[config.mk]
export PLATFORM = sky130hd
export DESIGN_NAME = gauge_driver
export DESIGN_NICKNAME = d
export VERILOG_FILES = /design/src/gauge_pkg.sv /design/src/gauge_driver.sv /design/src/tan_lut.sv
export SDC_FILE = /design/constraint.sdc
export NUM_CORES = 1
export LEC_CHECK = 0
export ABC_AREA = 1
export CAP_MARGIN = 20
export CORE_AREA = 8 8 112 114
export DETAILED_ROUTE_END_ITERATION = 6
export DIE_AREA = 0 0 120 122
export DONT_BUFFER_PORTS = 1
export GPL_TIMING_DRIVEN = 0
export PLACE_DENSITY_LB_ADDON = 0.15
export SETUP_SLACK_MARGIN = 0.5
export SYNTH_ARGS = -nofsm -noshare
export SYNTH_HDL_FRONTEND = slang
export SYNTH_SLANG_ARGS = --single-unit
[constraint.sdc]
create_clock -name MCLK_I -period 4 [get_ports MCLK_I]
set_input_delay 0.6 -clock MCLK_I [delete_from_list [all_inputs] [get_ports MCLK_I]]
set_output_delay 0.6 -clock MCLK_I [all_outputs]
set_load 0.005 [all_outputs]
[src/gauge_pkg.sv]
// shared constants for the serial gauge coil driver
package gauge_pkg;
    localparam int WORD_W = 10;
    localparam int OCT_W = 3;
    localparam int STEP_W = 7;
    localparam int DRIVE_W = 12;
    localparam logic [11:0] FULL_SCALE = 12'hfff;
    localparam logic [9:0] WORD_RESET = 10'h000;
    localparam logic [11:0] DRIVE_RESET = 12'h000;
endpackage

[src/gauge_driver.sv]
// serial input, latch, coil drive and status logic of the gauge driver
// Behaviour
// - serial input sampled on each rising serial clock edge into shift register
// - serial output changes on each falling serial clock edge
// - shifting only while select is high; host holds it high throughout
// - select falling edge copies shift register into the drive latch
// - select falling edge clears fault disable and re-enables drivers unless a fault is still present
// - output enable low switches off coil buffers; serial logic keeps running
// - status pulled low while outputs disabled by enable or protection
// - previous 10-bit word shifts out while new word shifts in
// - reset clears all internal registers and latches except fault disable, which reset sets
// - within each 45-degree span only one coil value varies
// - first octant sine follows tangent, cosine at full scale
// - second octant sine at full scale, cosine follows complementary tangent
`timescale 1ns/1ps
module gauge_driver
    import gauge_pkg::*;
(
    input wire logic MCLK_I,
    input wire logic RESETN_I,
    input wire logic SCLK_I,
    input wire logic CS_I,
    input wire logic SI_I,
    input wire logic OE_I,
    input wire logic FAULT_I,
    output logic SO_O,
    output logic OUTPUT_STATE_FLAG_O,
    output logic OUTPUT_STATE_FLAG_OE_O,
    output logic DRIVE_EN_O,
    output logic [gauge_pkg::WORD_W-1:0] CODE_O,
    output logic [gauge_pkg::DRIVE_W-1:0] SIN_MAG_O,
    output logic [gauge_pkg::DRIVE_W-1:0] COS_MAG_O,
    output logic SIN_NEG_O,
    output logic COS_NEG_O
);
    import gauge_pkg::*;

    logic [2:0] sclk_s_q, cs_s_q;
    logic [1:0] si_s_q, oe_s_q, fault_s_q;
    logic sclk_rise, sclk_fall, cs_fall, cs_hi, si_s, oe_s, fault_s;
    logic [WORD_W-1:0] shift_q, code_q;
    logic so_q, fault_dis_q;
    logic [DRIVE_W-1:0] sin_q, cos_q, tan_val;
    logic sin_neg_q, cos_neg_q;
    logic [STEP_W-1:0] lut_step;
    logic [OCT_W-1:0] oct;

    // two stages before any logic reads a pin; third stage feeds the edge finders
    always_ff @(posedge MCLK_I or negedge RESETN_I) begin
        if (!RESETN_I) begin
            sclk_s_q <= 3'h0;
            cs_s_q <= 3'h0;
            si_s_q <= 2'h0;
            oe_s_q <= 2'h0;
            fault_s_q <= 2'h0;
        end else begin
            sclk_s_q <= {sclk_s_q[1:0], SCLK_I};
            cs_s_q <= {cs_s_q[1:0], CS_I};
            si_s_q <= {si_s_q[0], SI_I};
            oe_s_q <= {oe_s_q[0], OE_I};
            fault_s_q <= {fault_s_q[0], FAULT_I};
        end
    end
    assign sclk_rise = sclk_s_q[1] && !sclk_s_q[2];
    assign sclk_fall = !sclk_s_q[1] && sclk_s_q[2];
    assign cs_fall = !cs_s_q[1] && cs_s_q[2];
    assign cs_hi = cs_s_q[1];
    assign si_s = si_s_q[1];
    assign oe_s = oe_s_q[1];
    assign fault_s = fault_s_q[1];

    // msb-first: new bits enter at the bottom, the oldest leaves at the top
    always_ff @(posedge MCLK_I or negedge RESETN_I) begin
        if (!RESETN_I) begin
            shift_q <= WORD_RESET;
        end else if (sclk_rise && cs_hi) begin
            shift_q <= {shift_q[WORD_W-2:0], si_s};
        end
    end

    // so always driven; shows the top bit, refreshed only on falling clock
    always_ff @(posedge MCLK_I or negedge RESETN_I) begin
        if (!RESETN_I) begin
            so_q <= 1'b0;
        end else if (sclk_fall) begin
            so_q <= shift_q[WORD_W-1];
        end
    end
    assign SO_O = so_q;

    always_ff @(posedge MCLK_I or negedge RESETN_I) begin
        if (!RESETN_I) begin
            code_q <= WORD_RESET;
        end else if (cs_fall) begin
            code_q <= shift_q;
        end
    end
    assign CODE_O = code_q;

    // disabled after power-up until the first select pulse; a live fault wins over the re-arm
    always_ff @(posedge MCLK_I or negedge RESETN_I) begin
        if (!RESETN_I) begin
            fault_dis_q <= 1'b1;
        end else if (fault_s) begin
            fault_dis_q <= 1'b1;
        end else if (cs_fall) begin
            fault_dis_q <= 1'b0;
        end
    end

    assign DRIVE_EN_O = oe_s && !fault_dis_q;
    // open-drain status: pull low when disabled, release otherwise
    assign OUTPUT_STATE_FLAG_O = 1'b0;
    assign OUTPUT_STATE_FLAG_OE_O = !DRIVE_EN_O;

    assign oct = code_q[WORD_W-1 -: OCT_W];
    // odd octants run toward the axis, so the step index is mirrored
    assign lut_step = oct[0] ? ~code_q[STEP_W-1:0] : code_q[STEP_W-1:0];

    tan_lut #(
        .STEP_W(STEP_W),
        .DRIVE_W(DRIVE_W)
    ) u_tan (
        .step_i(lut_step),
        .value_o(tan_val)
    );

    // octants 0,3,4,7 vary the sine coil; 1,2,5,6 vary the cosine coil
    always_ff @(posedge MCLK_I or negedge RESETN_I) begin
        if (!RESETN_I) begin
            sin_q <= DRIVE_RESET;
            cos_q <= DRIVE_RESET;
            sin_neg_q <= 1'b0;
            cos_neg_q <= 1'b0;
        end else begin
            sin_neg_q <= oct[2];
            cos_neg_q <= oct[2] ^ oct[1];
            if (oct[1] ^ oct[0]) begin
                sin_q <= FULL_SCALE;
                cos_q <= tan_val;
            end else begin
                sin_q <= tan_val;
                cos_q <= FULL_SCALE;
            end
        end
    end
    assign SIN_MAG_O = DRIVE_EN_O ? sin_q : DRIVE_RESET;
    assign COS_MAG_O = DRIVE_EN_O ? cos_q : DRIVE_RESET;
    assign SIN_NEG_O = sin_neg_q;
    assign COS_NEG_O = cos_neg_q;

    property p_shift_hold;
        @(posedge MCLK_I) disable iff (!RESETN_I)
        !cs_hi |=> shift_q == $past(shift_q);
    endproperty
    a_shift_hold: assert property (p_shift_hold) else $error("shift changed with select low");

    property p_shift_in;
        @(posedge MCLK_I) disable iff (!RESETN_I)
        (sclk_rise && cs_hi) |=> shift_q[0] == $past(si_s);
    endproperty
    a_shift_in: assert property (p_shift_in) else $error("serial bit not shifted in");

    property p_so;
        @(posedge MCLK_I) disable iff (!RESETN_I)
        !sclk_fall |=> $stable(SO_O);
    endproperty
    a_so: assert property (p_so) else $error("serial out moved off falling edge");

    property p_latch;
        @(posedge MCLK_I) disable iff (!RESETN_I)
        cs_fall |=> CODE_O == $past(shift_q);
    endproperty
    a_latch: assert property (p_latch) else $error("code not latched on select fall");

    property p_rearm;
        @(posedge MCLK_I) disable iff (!RESETN_I)
        (cs_fall && !fault_s) |=> !fault_dis_q;
    endproperty
    a_rearm: assert property (p_rearm) else $error("drivers not re-armed");

    property p_fault;
        @(posedge MCLK_I) disable iff (!RESETN_I)
        fault_s |=> fault_dis_q ##1 (fault_dis_q || $past(cs_fall));
    endproperty
    a_fault: assert property (p_fault) else $error("fault disable lost");

    property p_oe_off;
        @(posedge MCLK_I) disable iff (!RESETN_I)
        !oe_s |-> SIN_MAG_O == DRIVE_RESET && COS_MAG_O == DRIVE_RESET;
    endproperty
    a_oe_off: assert property (p_oe_off) else $error("buffers on with enable low");

    property p_status;
        @(posedge MCLK_I) disable iff (!RESETN_I)
        (!oe_s || fault_dis_q) |-> OUTPUT_STATE_FLAG_OE_O;
    endproperty
    a_status: assert property (p_status) else $error("status not low while disabled");

    property p_one_varies;
        @(posedge MCLK_I) disable iff (!RESETN_I)
        (sin_q == FULL_SCALE) || (cos_q == FULL_SCALE) || $past(!RESETN_I);
    endproperty
    a_one_varies: assert property (p_one_varies) else $error("both coils vary");

    property p_oct0;
        @(posedge MCLK_I) disable iff (!RESETN_I)
        (oct == 3'h0) |=> cos_q == FULL_SCALE;
    endproperty
    a_oct0: assert property (p_oct0) else $error("cosine not full in first octant");

    property p_oct1;
        @(posedge MCLK_I) disable iff (!RESETN_I)
        (oct == 3'h1) |=> sin_q == FULL_SCALE;
    endproperty
    a_oct1: assert property (p_oct1) else $error("sine not full in second octant");

    c_transfer: cover property (@(posedge MCLK_I) disable iff (!RESETN_I) sclk_rise && cs_hi);
    c_latch: cover property (@(posedge MCLK_I) disable iff (!RESETN_I) cs_fall);
    c_fault: cover property (@(posedge MCLK_I) disable iff (!RESETN_I) fault_s ##1 cs_fall);
endmodule

[src/tan_lut.sv]
// tangent lookup over one octant, scaled to full scale
`timescale 1ns/1ps
module tan_lut #(
    parameter int STEP_W = 7,
    parameter int DRIVE_W = 12
) (
    input wire logic [STEP_W-1:0] step_i,
    output logic [DRIVE_W-1:0] value_o
);
    localparam int STEPS = 1 << STEP_W;
    localparam real PI_C = 3.14159265358979;
    localparam real SCALE_C = real'((1 << DRIVE_W) - 1);
    // half a step offset gives the centred angle within each code step
    function automatic logic [DRIVE_W-1:0] tan_at(input int idx);
        real ang;
        ang = (real'(idx) + 0.5) * (PI_C / 4.0) / real'(STEPS);
        return DRIVE_W'($rtoi($sin(ang) / $cos(ang) * SCALE_C + 0.5));
    endfunction
    logic [DRIVE_W-1:0] table_c [STEPS];
    generate
        for (genvar g = 0; g < STEPS; g++) begin : g_tab
            assign table_c[g] = tan_at(g);
        end
    endgenerate
    assign value_o = table_c[step_i];
endmodule

======== After elaboration in Yosys (flattened, before gate mapping) ========
Memories as Yosys holds them, arrays and structs flattened.
Cells that the tools add are included.
Widths: inputs -> output; s select.
storage, ports and cells
  register bits ........................... 60
  input bits .............................. 7
  memories ................................ 1
  bits in read-only memories .............. 1536
  logic and storage cells ................. 39
  output and inout port bits .............. 40
memories
  name              words  width  rd ports  clocked after memory_dff  wr ports  RTL line       RTL
  (name not given)  128    12     1         0                         0         tan_lut.sv:25  assign value_o = table_c[step_i];
operators by class
  reduce and logical (&&, ||, !) cells .... 11
  $lt $le $gt $ge ......................... 1
  bitwise logic cells ..................... 4
  multiplexer cells ....................... 9
operators with widths
  cell                count
  $mux 12             6
  $ge 8x8->1 const B  1
  $not 7->8           1
  $mux 7              1
  $not 7->7           1
  $logic_and 1x1->1   5
  $logic_not 1->1     5
  $mux 1              2
  $reduce_bool 2->1   1
  $xor 1x1->1         2

======== Longest topological paths before layout ========
Gate-level depths: netlist of run 1.
  depth after elaboration ................. 7
  mapped depth ............................ 17
  gate-level depth less buffers ........... 15

======== Hierarchy ========
From an unflattened synthesis of run 1, not the netlist that was laid out.
second synthesis, totals
  cell total of the unflattened synthesis .. 636
  area, all modules ....................... 4145.2 sq um
modules (own cells, without submodules)
  module        area an instance (sq um)  cells an instance  times used  seq. area each (sq um)
  gauge_driver  2352.3                    246                1           1502.7
  tan_lut       1793.0                    390                1           0.0

======== Worst setup path after synthesis of run 1 ========
Ideal clock, no wire load.
  path kind ............................... register -> register
  from .................................... register code_q[7] (netlist: CODE_O[7])
  to ...................................... register cos_q[0]
  period minus slack after synthesis ...... 2024 ps
  path buffers ............................ 1
  path slack .............................. 1976 ps
  required time ........................... 3870 ps
  setup time .............................. 130 ps
  stages on the path, launching flop included .. 15
  arrival ................................. 1894 ps
  path through ............................ dfrtp_1 > inv_2 > buf_6 > nand2_1 > nand2_1 > ha_1 > inv_1 > nand2_1 > nand2_1 > nand2_1 > nand3_1 > nand3_1 > nand2_1 > nand2_1 > nand2_1
between the ends
  longest elaborated chain between the ends .. 6
  elaborated cells on any way between the ends .. 7
  those cells by class .................... 4 x mux; 2 x bitwise; 1 x memory
ends and longest elaborated chain
  item                                        RTL line             RTL
  start, declared                             gauge_driver.sv:41   logic [WORD_W-1:0] shift_q, code_q;
  start signal, assigned                      gauge_driver.sv:95   code_q <= shift_q;
  $mux 7                                      gauge_driver.sv:118  assign lut_step = oct[0] ? ~code_q[STEP_W-1:0] : code_q[STEP_W-1:0];
  $not 7->8 (not written as such)             tan_lut.sv:25
  $mem_v2 128x12                              n/a
  $mux 12 (not written as such) (2 in a row)  tan_lut.sv:25
  $mux 12 (*)                                 gauge_driver.sv:138  if (oct[1] ^ oct[0]) begin
  end signal, assigned                        gauge_driver.sv:140  cos_q <= tan_val;
  end, declared                               gauge_driver.sv:43   logic [DRIVE_W-1:0] sin_q, cos_q, tan_val;
Every way passes the cells marked *; elsewhere a longest branch is shown, timed or not. The select of a mux whose other input is x is not followed.
A chain may end at the register's enable or synchronous reset.

======== Worst setup path after layout of run 1 ========
Ends and elaborated chain as after synthesis.

==> qor.log, run 1 <==
[sta] fin crit share 68.0%
[detailed_routing] number of nets with antenna violations after routing 0
[yosys] count of yosys warnings during synthesis 0
[pwr] logic gate share of total power 63.0%
[yosys] Synth cell types 31
[sta] sum of negative setup slack 0 ps
[global_route] global-route wire length before repair 23500 µm
[yosys] ranking of synthesized cells by instance count nand2_1, nand3_1, inv_1
[yosys] combinational family with the most area after synthesis simple AND/OR/NAND/NOR gates
[global_route] maximum number of pins on one net before global-route repair 60
[sta] slew at the pin closest to its max-slew limit 697 ps
[yosys] area share of the largest cell type after synthesis 35.0%
[global_route] initial antenna violation count 0
[sta] final period demand of the worst path 2720 ps
[detailed_routing] DR iter-0 viols 361
[setup_path] type of the setup path with the least slack reg -> reg
[floorplan] vertical die dimension 122 µm
[sta] number of setup violations in the final report 0
[placement] global placer's final weighted congestion 1.01
[pwr] power per cell area 831 mW/mm²
[global_route] via count of the first global-routing pass 4243
[detailed_routing] Vias per Instance 5.34
[clocking] Longest Clk Path Bufs 2
[pwr] post-layout total power 3840 µW
[sta] Layout Skew 11.2 ps
[yosys] mux share of post-synthesis cell area 0.533%
[layout] NumNets Final 672
[layout] Syn-to-layout area delta 9.54%
[floorplan] count of boundary I/O pins 47
[sta] number of hold-slack violations in the final timing report 0
[setup_path] critical path startpoint category flop
[sta] Rel. slew slack 53.5%
[detailed_routing] detail-routed net length per standard cell 18.5 µm
[yosys] Post-Synth Adder-Cell Area 3.56%
[floorplan] overall die width 120 µm
[floorplan] row cnt 38
[placement] number of placed instances, taps included 781
[yosys] EDFF count, synth 0
[placement] number of port buffers 0
[yosys] simple-gate share of the synthesized area 41.7%
[pwr] portion of total power attributed to the clock network 14.6%
[detailed_routing] sum of routed wire length over all layers 14700 µm
[detailed_routing] via total after detailed routing 4261
[sta] unrepaired setup endpoints after global routing no
[yosys] post-synthesis average cell area 6.59 µm²
[run_status] result of the run completed
[floorplan] effective utilization at floorplan 39.5%
[layout] number of antenna repair diodes 0
[yosys] Synth Area in Compound Gates 6.73%
[clocking] register clock-pin slew on the reported worst setup and hold paths 80 ps
[setup_path] arrival time at the worst endpoint 2940 ps
[pwr] proportion of power drawn by flip-flops and latches 22.4%
[clocking] number of H-tree levels 3
[pwr] total internal power 1770 µW
[clocking] Clock Sink Count 60
[yosys] Post-synth top flop dfrtp_1
[pwr] switching part of the total power 53.8%
[clocking] number of buffers created by CTS 9
[setup_path] Crit Path Max Fanout 10
[clocking] Clock Root Buffer clkbuf_8
[pwr] leakage power 0.00256 µW
[yosys] XOR/XNOR share of the synthesized area 1.19%
[sta] worst hold margin 82.5 ps
[clocking] Worst-Skew Late Latency 350 ps
[detailed_routing] total iterations of the first detailed-routing run 5
[yosys] most frequent cell after synthesis nand2_1
[floorplan] die area 0.0146 mm²
[yosys] Synthesized Nets 660
[detailed_routing] DRC 0
[floorplan] core region area 0.0107 mm²
[job] number of violations of the max-capacitance limit 0
[clocking] buffers inserted during post-CTS setup optimization 0
[setup_path] critical path data required time 4220 ps
[global_route] GRT Overall Usage 20.7%
[worst_hold_path] Hold WC Path Type in -> async
[layout] proportion of layout cells with a drive suffix above 1 9.27%
[setup_path] critical path endpoint category flop
[yosys] number of storage elements in the synthesis netlist 60
[yosys] sequential element share of the synthesized area 35.6%
[global_route] overall overflow remaining after global route 0
[yosys] Post-synth ARST share 100%
[pwr] VDD IR-drop max 0.308 mV
[yosys] post-synthesis instance area 0.00422 mm²
[sta] Fmax 368 MHz
[yosys] ranking of synthesized cells by area dfrtp_1, nand2_1, nand3_1, inv_1, nor2_1
[layout] final core utilization 43.2%
[clocking] CTS tree built
[layout] final cell count without fillers 798
[sta] Slew Viols, Final 0
[pwr] switching power summed over all nets 2070 µW
[yosys] Yosys top cell by area dfrtp_1
[placement] half-perimeter wire length of the detailed placement result 11000 µm
[yosys] instance count of the mapped netlist 641
final cells by class:
| type | instances | area (µm²) |
|---|---|---|
| buffer | 27 | 178 |
| clock buffer | 9 | 124 |
| clock inverter | 7 | 76.3 |
| fill | 1176 | 6070 |
| inverter | 72 | 270 |
| multi-input combinational | 482 | 2270 |
| sequential | 60 | 1500 |
| tap | 140 | 175 |
| timing repair buffer | 1 | 27.5 |
final timing paths:
kind | start | endpoint | slack (ps) | depth (start not counted)
setup / recovery | CODE_O[7] | cos_q[0] | 1280 | 14
hold reg to reg | oe_s_q[0] | oe_s_q[1] | 350 | 0
setup reg to reg | CODE_O[7] | cos_q[0] | 1280 | 14
hold / removal | RESETN_I | fault_dis_q | 80 | 0
min in group MCLK_I | SCLK_I | sclk_s_q[0] | 270 | 0
max in group asynchronous | RESETN_I | cos_q[5] | 3650 | 1
through the flow:
step	setup slack [ps]	cell area, µm²
floorplan	1980	4220
global placement	1280	4400
detailed placement	1330	4400
CTS	1320	4620
global route	1060	4620
finish	1280	4620
worst max-delay path: stages, from the launching register on:
cell	delay, ps
dfrtp_1	540
inv_2	70
buf_6	150
nand2_1	60
nand2_1	230
ha_1	490
inv_1	100
nand2_1	250
nand2_1	160
nand2_1	90
nand3_1	60
nand3_1	110
nand2_1	60
nand2_1	130
nand2_1	70
registers in the layout, summed over array words and instances, names as in the netlist:
name         count
COS_NEG_O        1
sclk_s_q         3
cs_s_q           3
cos_q           12
SO_O             1
SIN_NEG_O        1
oe_s_q           2
fault_dis_q      1
sin_q           12
fault_s_q        2
CODE_O          10
si_s_q           2
shift_q         10
cell families (layout without fill, tap and decap cells):
| kind of cell | Yosys count | in the layout |
|---|---|---|
| XOR/XNOR | 4 | 4 |
| flip-flops | 60 | 60 |
| buffers and inverters | 99 | 116 |
| AO/OA/AOI/OAI | 54 | 54 |
| AND/OR/NAND/NOR | 409 | 409 |
| other | 1 | 1 |
| adder cells (fa/ha/maj) | 12 | 12 |
| multiplexers | 2 | 2 |
power groups by stage:
stage                     logic, µW  registers (µW)  clock network (µW)
after floorplan                1670             853                   0
after global placement         2370             875                   0
after detailed placement       2330             879                   0
after CTS                      2350             866                 573
after global routing           2690             884                 599
final                          2420             861                 562
placed cells by master (no fill, tap or decap), drive strengths merged, types with 2 or more instances in the layout:
cell type and instances:
clkinv 3, o211ai 2, xor2 2, ha 12, inv 73, mux2 2
dfrtp 59, nand2 252, buf 19, clkbuf 18, xnor2 2, o21ai 27
a31oi 2, nor2 56, nand3 97, clkinvlp 2, nor3 2, nand4 2
a21oi 21
repair_timing:
action | 4_1_cts | 5_1_grt
endpoints found under the setup margin | 0 | 0
gates resized for setup | 0 | 0
hold buffers | 1 | 0
endpoints found under the hold margin | 59 | 0
layer usage:
metal / global-route usage [%] / wire, µm / vias up
met2: 33.2 / 6670 / 217
met4: 11.5 / 605 / 0
met3: 5.28 / 1420 / 43
li1: - / - / 2039
met1: 25.0 / 6030 / 1962
met5: 0 / 0 / -
No activity file was read; power rests on OpenSTA's default activity.
==> inputs of run 2 (changes only) <==
--- a/config.mk
+++ b/config.mk
@@ -5,11 +5,11 @@
 export SDC_FILE = /design/constraint.sdc
 export NUM_CORES = 1
 export LEC_CHECK = 0
-export ABC_AREA = 1
+export ABC_AREA = 0
 export CAP_MARGIN = 20
-export CORE_AREA = 8 8 112 114
+export CORE_AREA = 8 8 130 132
 export DETAILED_ROUTE_END_ITERATION = 6
-export DIE_AREA = 0 0 120 122
+export DIE_AREA = 0 0 138 140
 export DONT_BUFFER_PORTS = 1
 export GPL_TIMING_DRIVEN = 0
 export PLACE_DENSITY_LB_ADDON = 0.15
==> constraint.sdc (replaced) <==
create_clock -name MCLK_I -period 2.5 [get_ports MCLK_I]
set_input_delay 0.375 -clock MCLK_I [delete_from_list [all_inputs] [get_ports MCLK_I]]
set_output_delay 0.375 -clock MCLK_I [all_outputs]
set_load 0.005 [all_outputs]
==> run 2 against run 1 <==
Compared with the run above: core utilization increased by 7.5 points; clock skew decreased by 4.7 ps; final area increased by 63%; critical endpoint is now cos_q[7]; largest cell class unchanged; the run now ends with design-rule violations, negative setup slack left.
==> qor.log, run 2 <==
[run_status] result of the run complete, but fails checks
[run_status] violated checks design-rule violations, negative setup slack
[clocking] Longest Clk Path Bufs 2 [unchanged]
[yosys] post-synthesis average cell area 7.78 µm² [+18%]
[layout] top library cells by usage in the layout, fill and taps aside dfrtp_1, nand2_1, a21oi_1
[clocking] register clock-pin slew on the reported worst setup and hold paths 50 ps [-30 ps]
[layout] area taken by multi-input logic gates 0.00445 mm² [+96%]
[setup_path] kind of cell adding the most delay to the critical path compound AO/OA/AOI/OAI gates
[yosys] Post-synth ARST share 100% [unchanged]
[sta] unrepaired setup endpoints after global routing yes
[layout] commonest non-fill, non-tap cell in the layout dfrtp_1
[yosys] instance count of the mapped netlist 748 [+17%]
[yosys] sequential element share of the synthesized area 25.8% [-9.8 points]
[layout] post-layout instance area 0.00753 mm² [+63%]
[layout] area taken by flip-flops and latches 0.00151 mm² [+0.25%]
[setup_path] largest stage delay on the critical path 490 ps [-50 ps]
[yosys] ranking of synthesized cells by area dfrtp_1, o21ai_0, a21oi_1, mux2_2, nand2_1
[layout] proportion of layout cells with a drive suffix above 1 30.6% [+21 points]
[global_route] via count of the first global-routing pass 6845 [+61%]
[detailed_routing] DRC 10 [+10]
[clocking] Clock Sink Count 60 [unchanged]
[yosys] count of yosys warnings during synthesis 0 [unchanged]
[sta] final worst slack -637 ps [-1920 ps]
[floorplan] core region area 0.0149 mm² [+39%]
[yosys] area share of the largest cell type after synthesis 25.4% [-9.6 points]
[yosys] Post-synth top flop dfrtp_1
[sta] Slew Viols, Final 0 [unchanged]
[global_route] maximum number of pins on one net before global-route repair 61 [+1.7%]
[sta] Fmax 319 MHz [-13%]
[floorplan] row cnt 45 [+18%]
[sta] number of setup violations in the final report 22 [+22]
[clocking] number of H-tree levels 3 [unchanged]
[placement] number of port buffers 0 [unchanged]
[global_route] GRT Overall Usage 34.2% [+14 points]
[floorplan] die area 0.0193 mm² [+32%]
[clocking] Clock Root Buffer clkbuf_16
[worst_hold_path] number of cells on the worst hold path 0
[yosys] ranking of synthesized cells by instance count o21ai_0, dfrtp_1, a21oi_1, nand2_1, nor2_1
[yosys] Synthesized Nets 767 [+16%]
[floorplan] count of boundary I/O pins 47 [unchanged]
[sta] number of hold-slack violations in the final timing report 0 [unchanged]
[setup_path] Crit Path Max Fanout 7 [-3]
[layout] Syn-to-layout area delta 29.5%
[yosys] EDFF count, synth 0 [unchanged]
[sta] Layout Skew 6.52 ps [-4.69 ps]
[detailed_routing] Vias per Instance 7.67 [+44%]
[setup_path] path length in cells of the critical path 13 [-1]
[job] number of violations of the max-capacitance limit 0 [unchanged]
[setup_path] reg2reg path depth 13 [-1]
[yosys] number of storage elements in the synthesis netlist 60 [unchanged]
[sta] slew at the pin closest to its max-slew limit 1130 ps [+433 ps]
[placement] half-perimeter wire length of the detailed placement result 24100 µm [+120%]
[setup_path] type of the setup path with the least slack reg -> reg
[worst_hold_path] start point of the worst min-delay path SI_I
[floorplan] effective utilization at floorplan 39.1% [-0.33 points]
[setup_path] critical path startpoint category flop
[global_route] initial antenna violation count 0 [unchanged]
[detailed_routing] DR iter-0 viols 1444 [+300%]
[placement] number of placed instances, taps included 936 [+20%]
[detailed_routing] number of nets with antenna violations after routing 0 [unchanged]
[clocking] CTS tree built
[setup_path] master of the slowest instance on the critical path dfrtp_2
[detailed_routing] sum of routed wire length over all layers 34800 µm [+140%]
[layout] NumNets Final 814 [+21%]
[layout] # fillers 1412 [+20%]
[detailed_routing] via total after detailed routing 7586 [+78%]
[setup_path] CP cell instances buf_8, buf_12, buf_12, xor2_4, inv_4, ha_4, or2_1, clkbuf_8, a311oi_2, a211oi_2, a2111oi_2, a32oi_2, or2_1
[detailed_routing] total iterations of the first detailed-routing run 7 [+2]
[worst_hold_path] Hold WC Path Type in -> reg
[sta] worst hold margin 64.3 ps [-18.1 ps]
[placement] global placer's final weighted congestion 1.09 [+7.5%]
[clocking] number of buffers created by CTS 9 [unchanged]
[setup_path] critical path endpoint category flop
[yosys] post-synthesis instance area 0.00582 mm² [+38%]
[setup_path] worst setup path startpoint CODE_O[7]
[layout] final cell count without fillers 989 [+24%]
[setup_path] Critical R2R Launch CODE_O[7]
[layout] largest registers cos_q x12, sin_q x12
[yosys] most frequent cell after synthesis o21ai_0
[clocking] Worst-Skew Late Latency 340 ps [about the same]
[setup_path] arrival time at the worst endpoint 3350 ps [+410 ps]
[sta] final period demand of the worst path 3140 ps [+417 ps]
[floorplan] overall die width 138 µm [+15%]
[global_route] global-route wire length before repair 49100 µm [+110%]
[setup_path] buffers and inverters on the worst path 5 [+2]
[global_route] overall overflow remaining after global route 0 [unchanged]
[setup_path] critical path data required time 2720 ps [-1500 ps]
[yosys] Yosys top cell by area dfrtp_1
[sta] fin crit share 125% [+57 points]
[detailed_routing] detail-routed net length per standard cell 35.2 µm [+91%]
[yosys] Synth cell types 79 [+150%]
[floorplan] vertical die dimension 140 µm [+15%]
[sta] Rel. slew slack 24.5% [-29 points]
[placement] area of placed instances 0.00623 mm² [+42%]
==> run 2: changes by cell type after synthesis, sizes merged, moves of 21 or more <==
cell    change
nand2     -193
nand3      -74
inv        -62
o21ai      +39
a21oi      +36
and2       +35
buf        +32
nand2b     +29
clkbuf     +22
nor2b      +22
a211oi     +21
nor3       +21
==> run 2: per-stage QoR <==
step	utilization, %	TNS [ps]	worst slack, ps
2_1_floorplan	-	-645	-128
3_3_place_gp	41.9	-20470	-1210
6_report	50.7	-10070	-637
4_1_cts	48.3	-8890	-567
5_1_grt	50.7	-10930	-642
3_5_place_dp	41.9	-18960	-1120
==> run 2: layout make-up <==
class	instances	share of cell area (%)
Clock inverter	6	0.864
Timing Repair Buffer	36	4.53
Multi-Input combinational cell	596	59.1
Clock buffer	10	3.04
Tap cell	188	3.12
Buffer	81	8.67
Inverter	11	0.697
Antenna cell	1	0.0332
Sequential cell	60	20.0
==> run 2: logic make-up after synthesis <==
logic type               share of synthesized area (%)
AO/OA/AOI/OAI                                     31.9
AND/OR/NAND/NOR                                   24.8
buffers and inverters                             8.39
flip-flops                                        25.8
multiplexers                                      5.12
adder cells (fa/ha/maj)                           2.58
XOR/XNOR                                          1.36
other                                           0.0645
==> run 2: routing by layer <==
metal	part of all wire [%]	wire length [µm]	vias up	GRT usage (%)
li1	-	-	2888	-
met1	35	12200	3586	40.7
met2	40	14000	849	48.8
met3	16	5620	261	16.2
met4	8.3	2900	2	21.6
met5	0.12	41	-	0
==> run 2: worst reg2reg max path, delay by kind of cell (launching register included) <==
family / cells / cell delay (ps)
DFF: 1 / 490
adders and majority gates: 1 / 190
xor gates and xnor gates: 1 / 300
AOI/OAI and AO/OA: 4 / 860
and+or+nand+nor: 2 / 470
buffers and inverters: 5 / 700
==> run 2: path summary, 6_finish.rpt <==
check,end,slack (ps)
max,cos_q[7],-640
min,si_s_q[0],60
max reg2reg,cos_q[7],-640
min reg2reg,fault_s_q[1],350
max in group asynchronous,fault_dis_q,1620
min in group asynchronous,shift_q[2],570
==> run 2: what timing repair did <==
action                                 4_1_cts  5_1_grt
setup endpoints to repair                   41       34
buffers inserted                            28        5
endpoints found under the hold margin       60        0
gates cloned                                 1        0
hold buffers                                 2        0
pin swaps                                   21       40
resized for setup                           78       77
Power of run 2 is left out: the tool's default activity adds up to more than one toggle a clock period on the data nets, which glitch-free logic cannot reach.
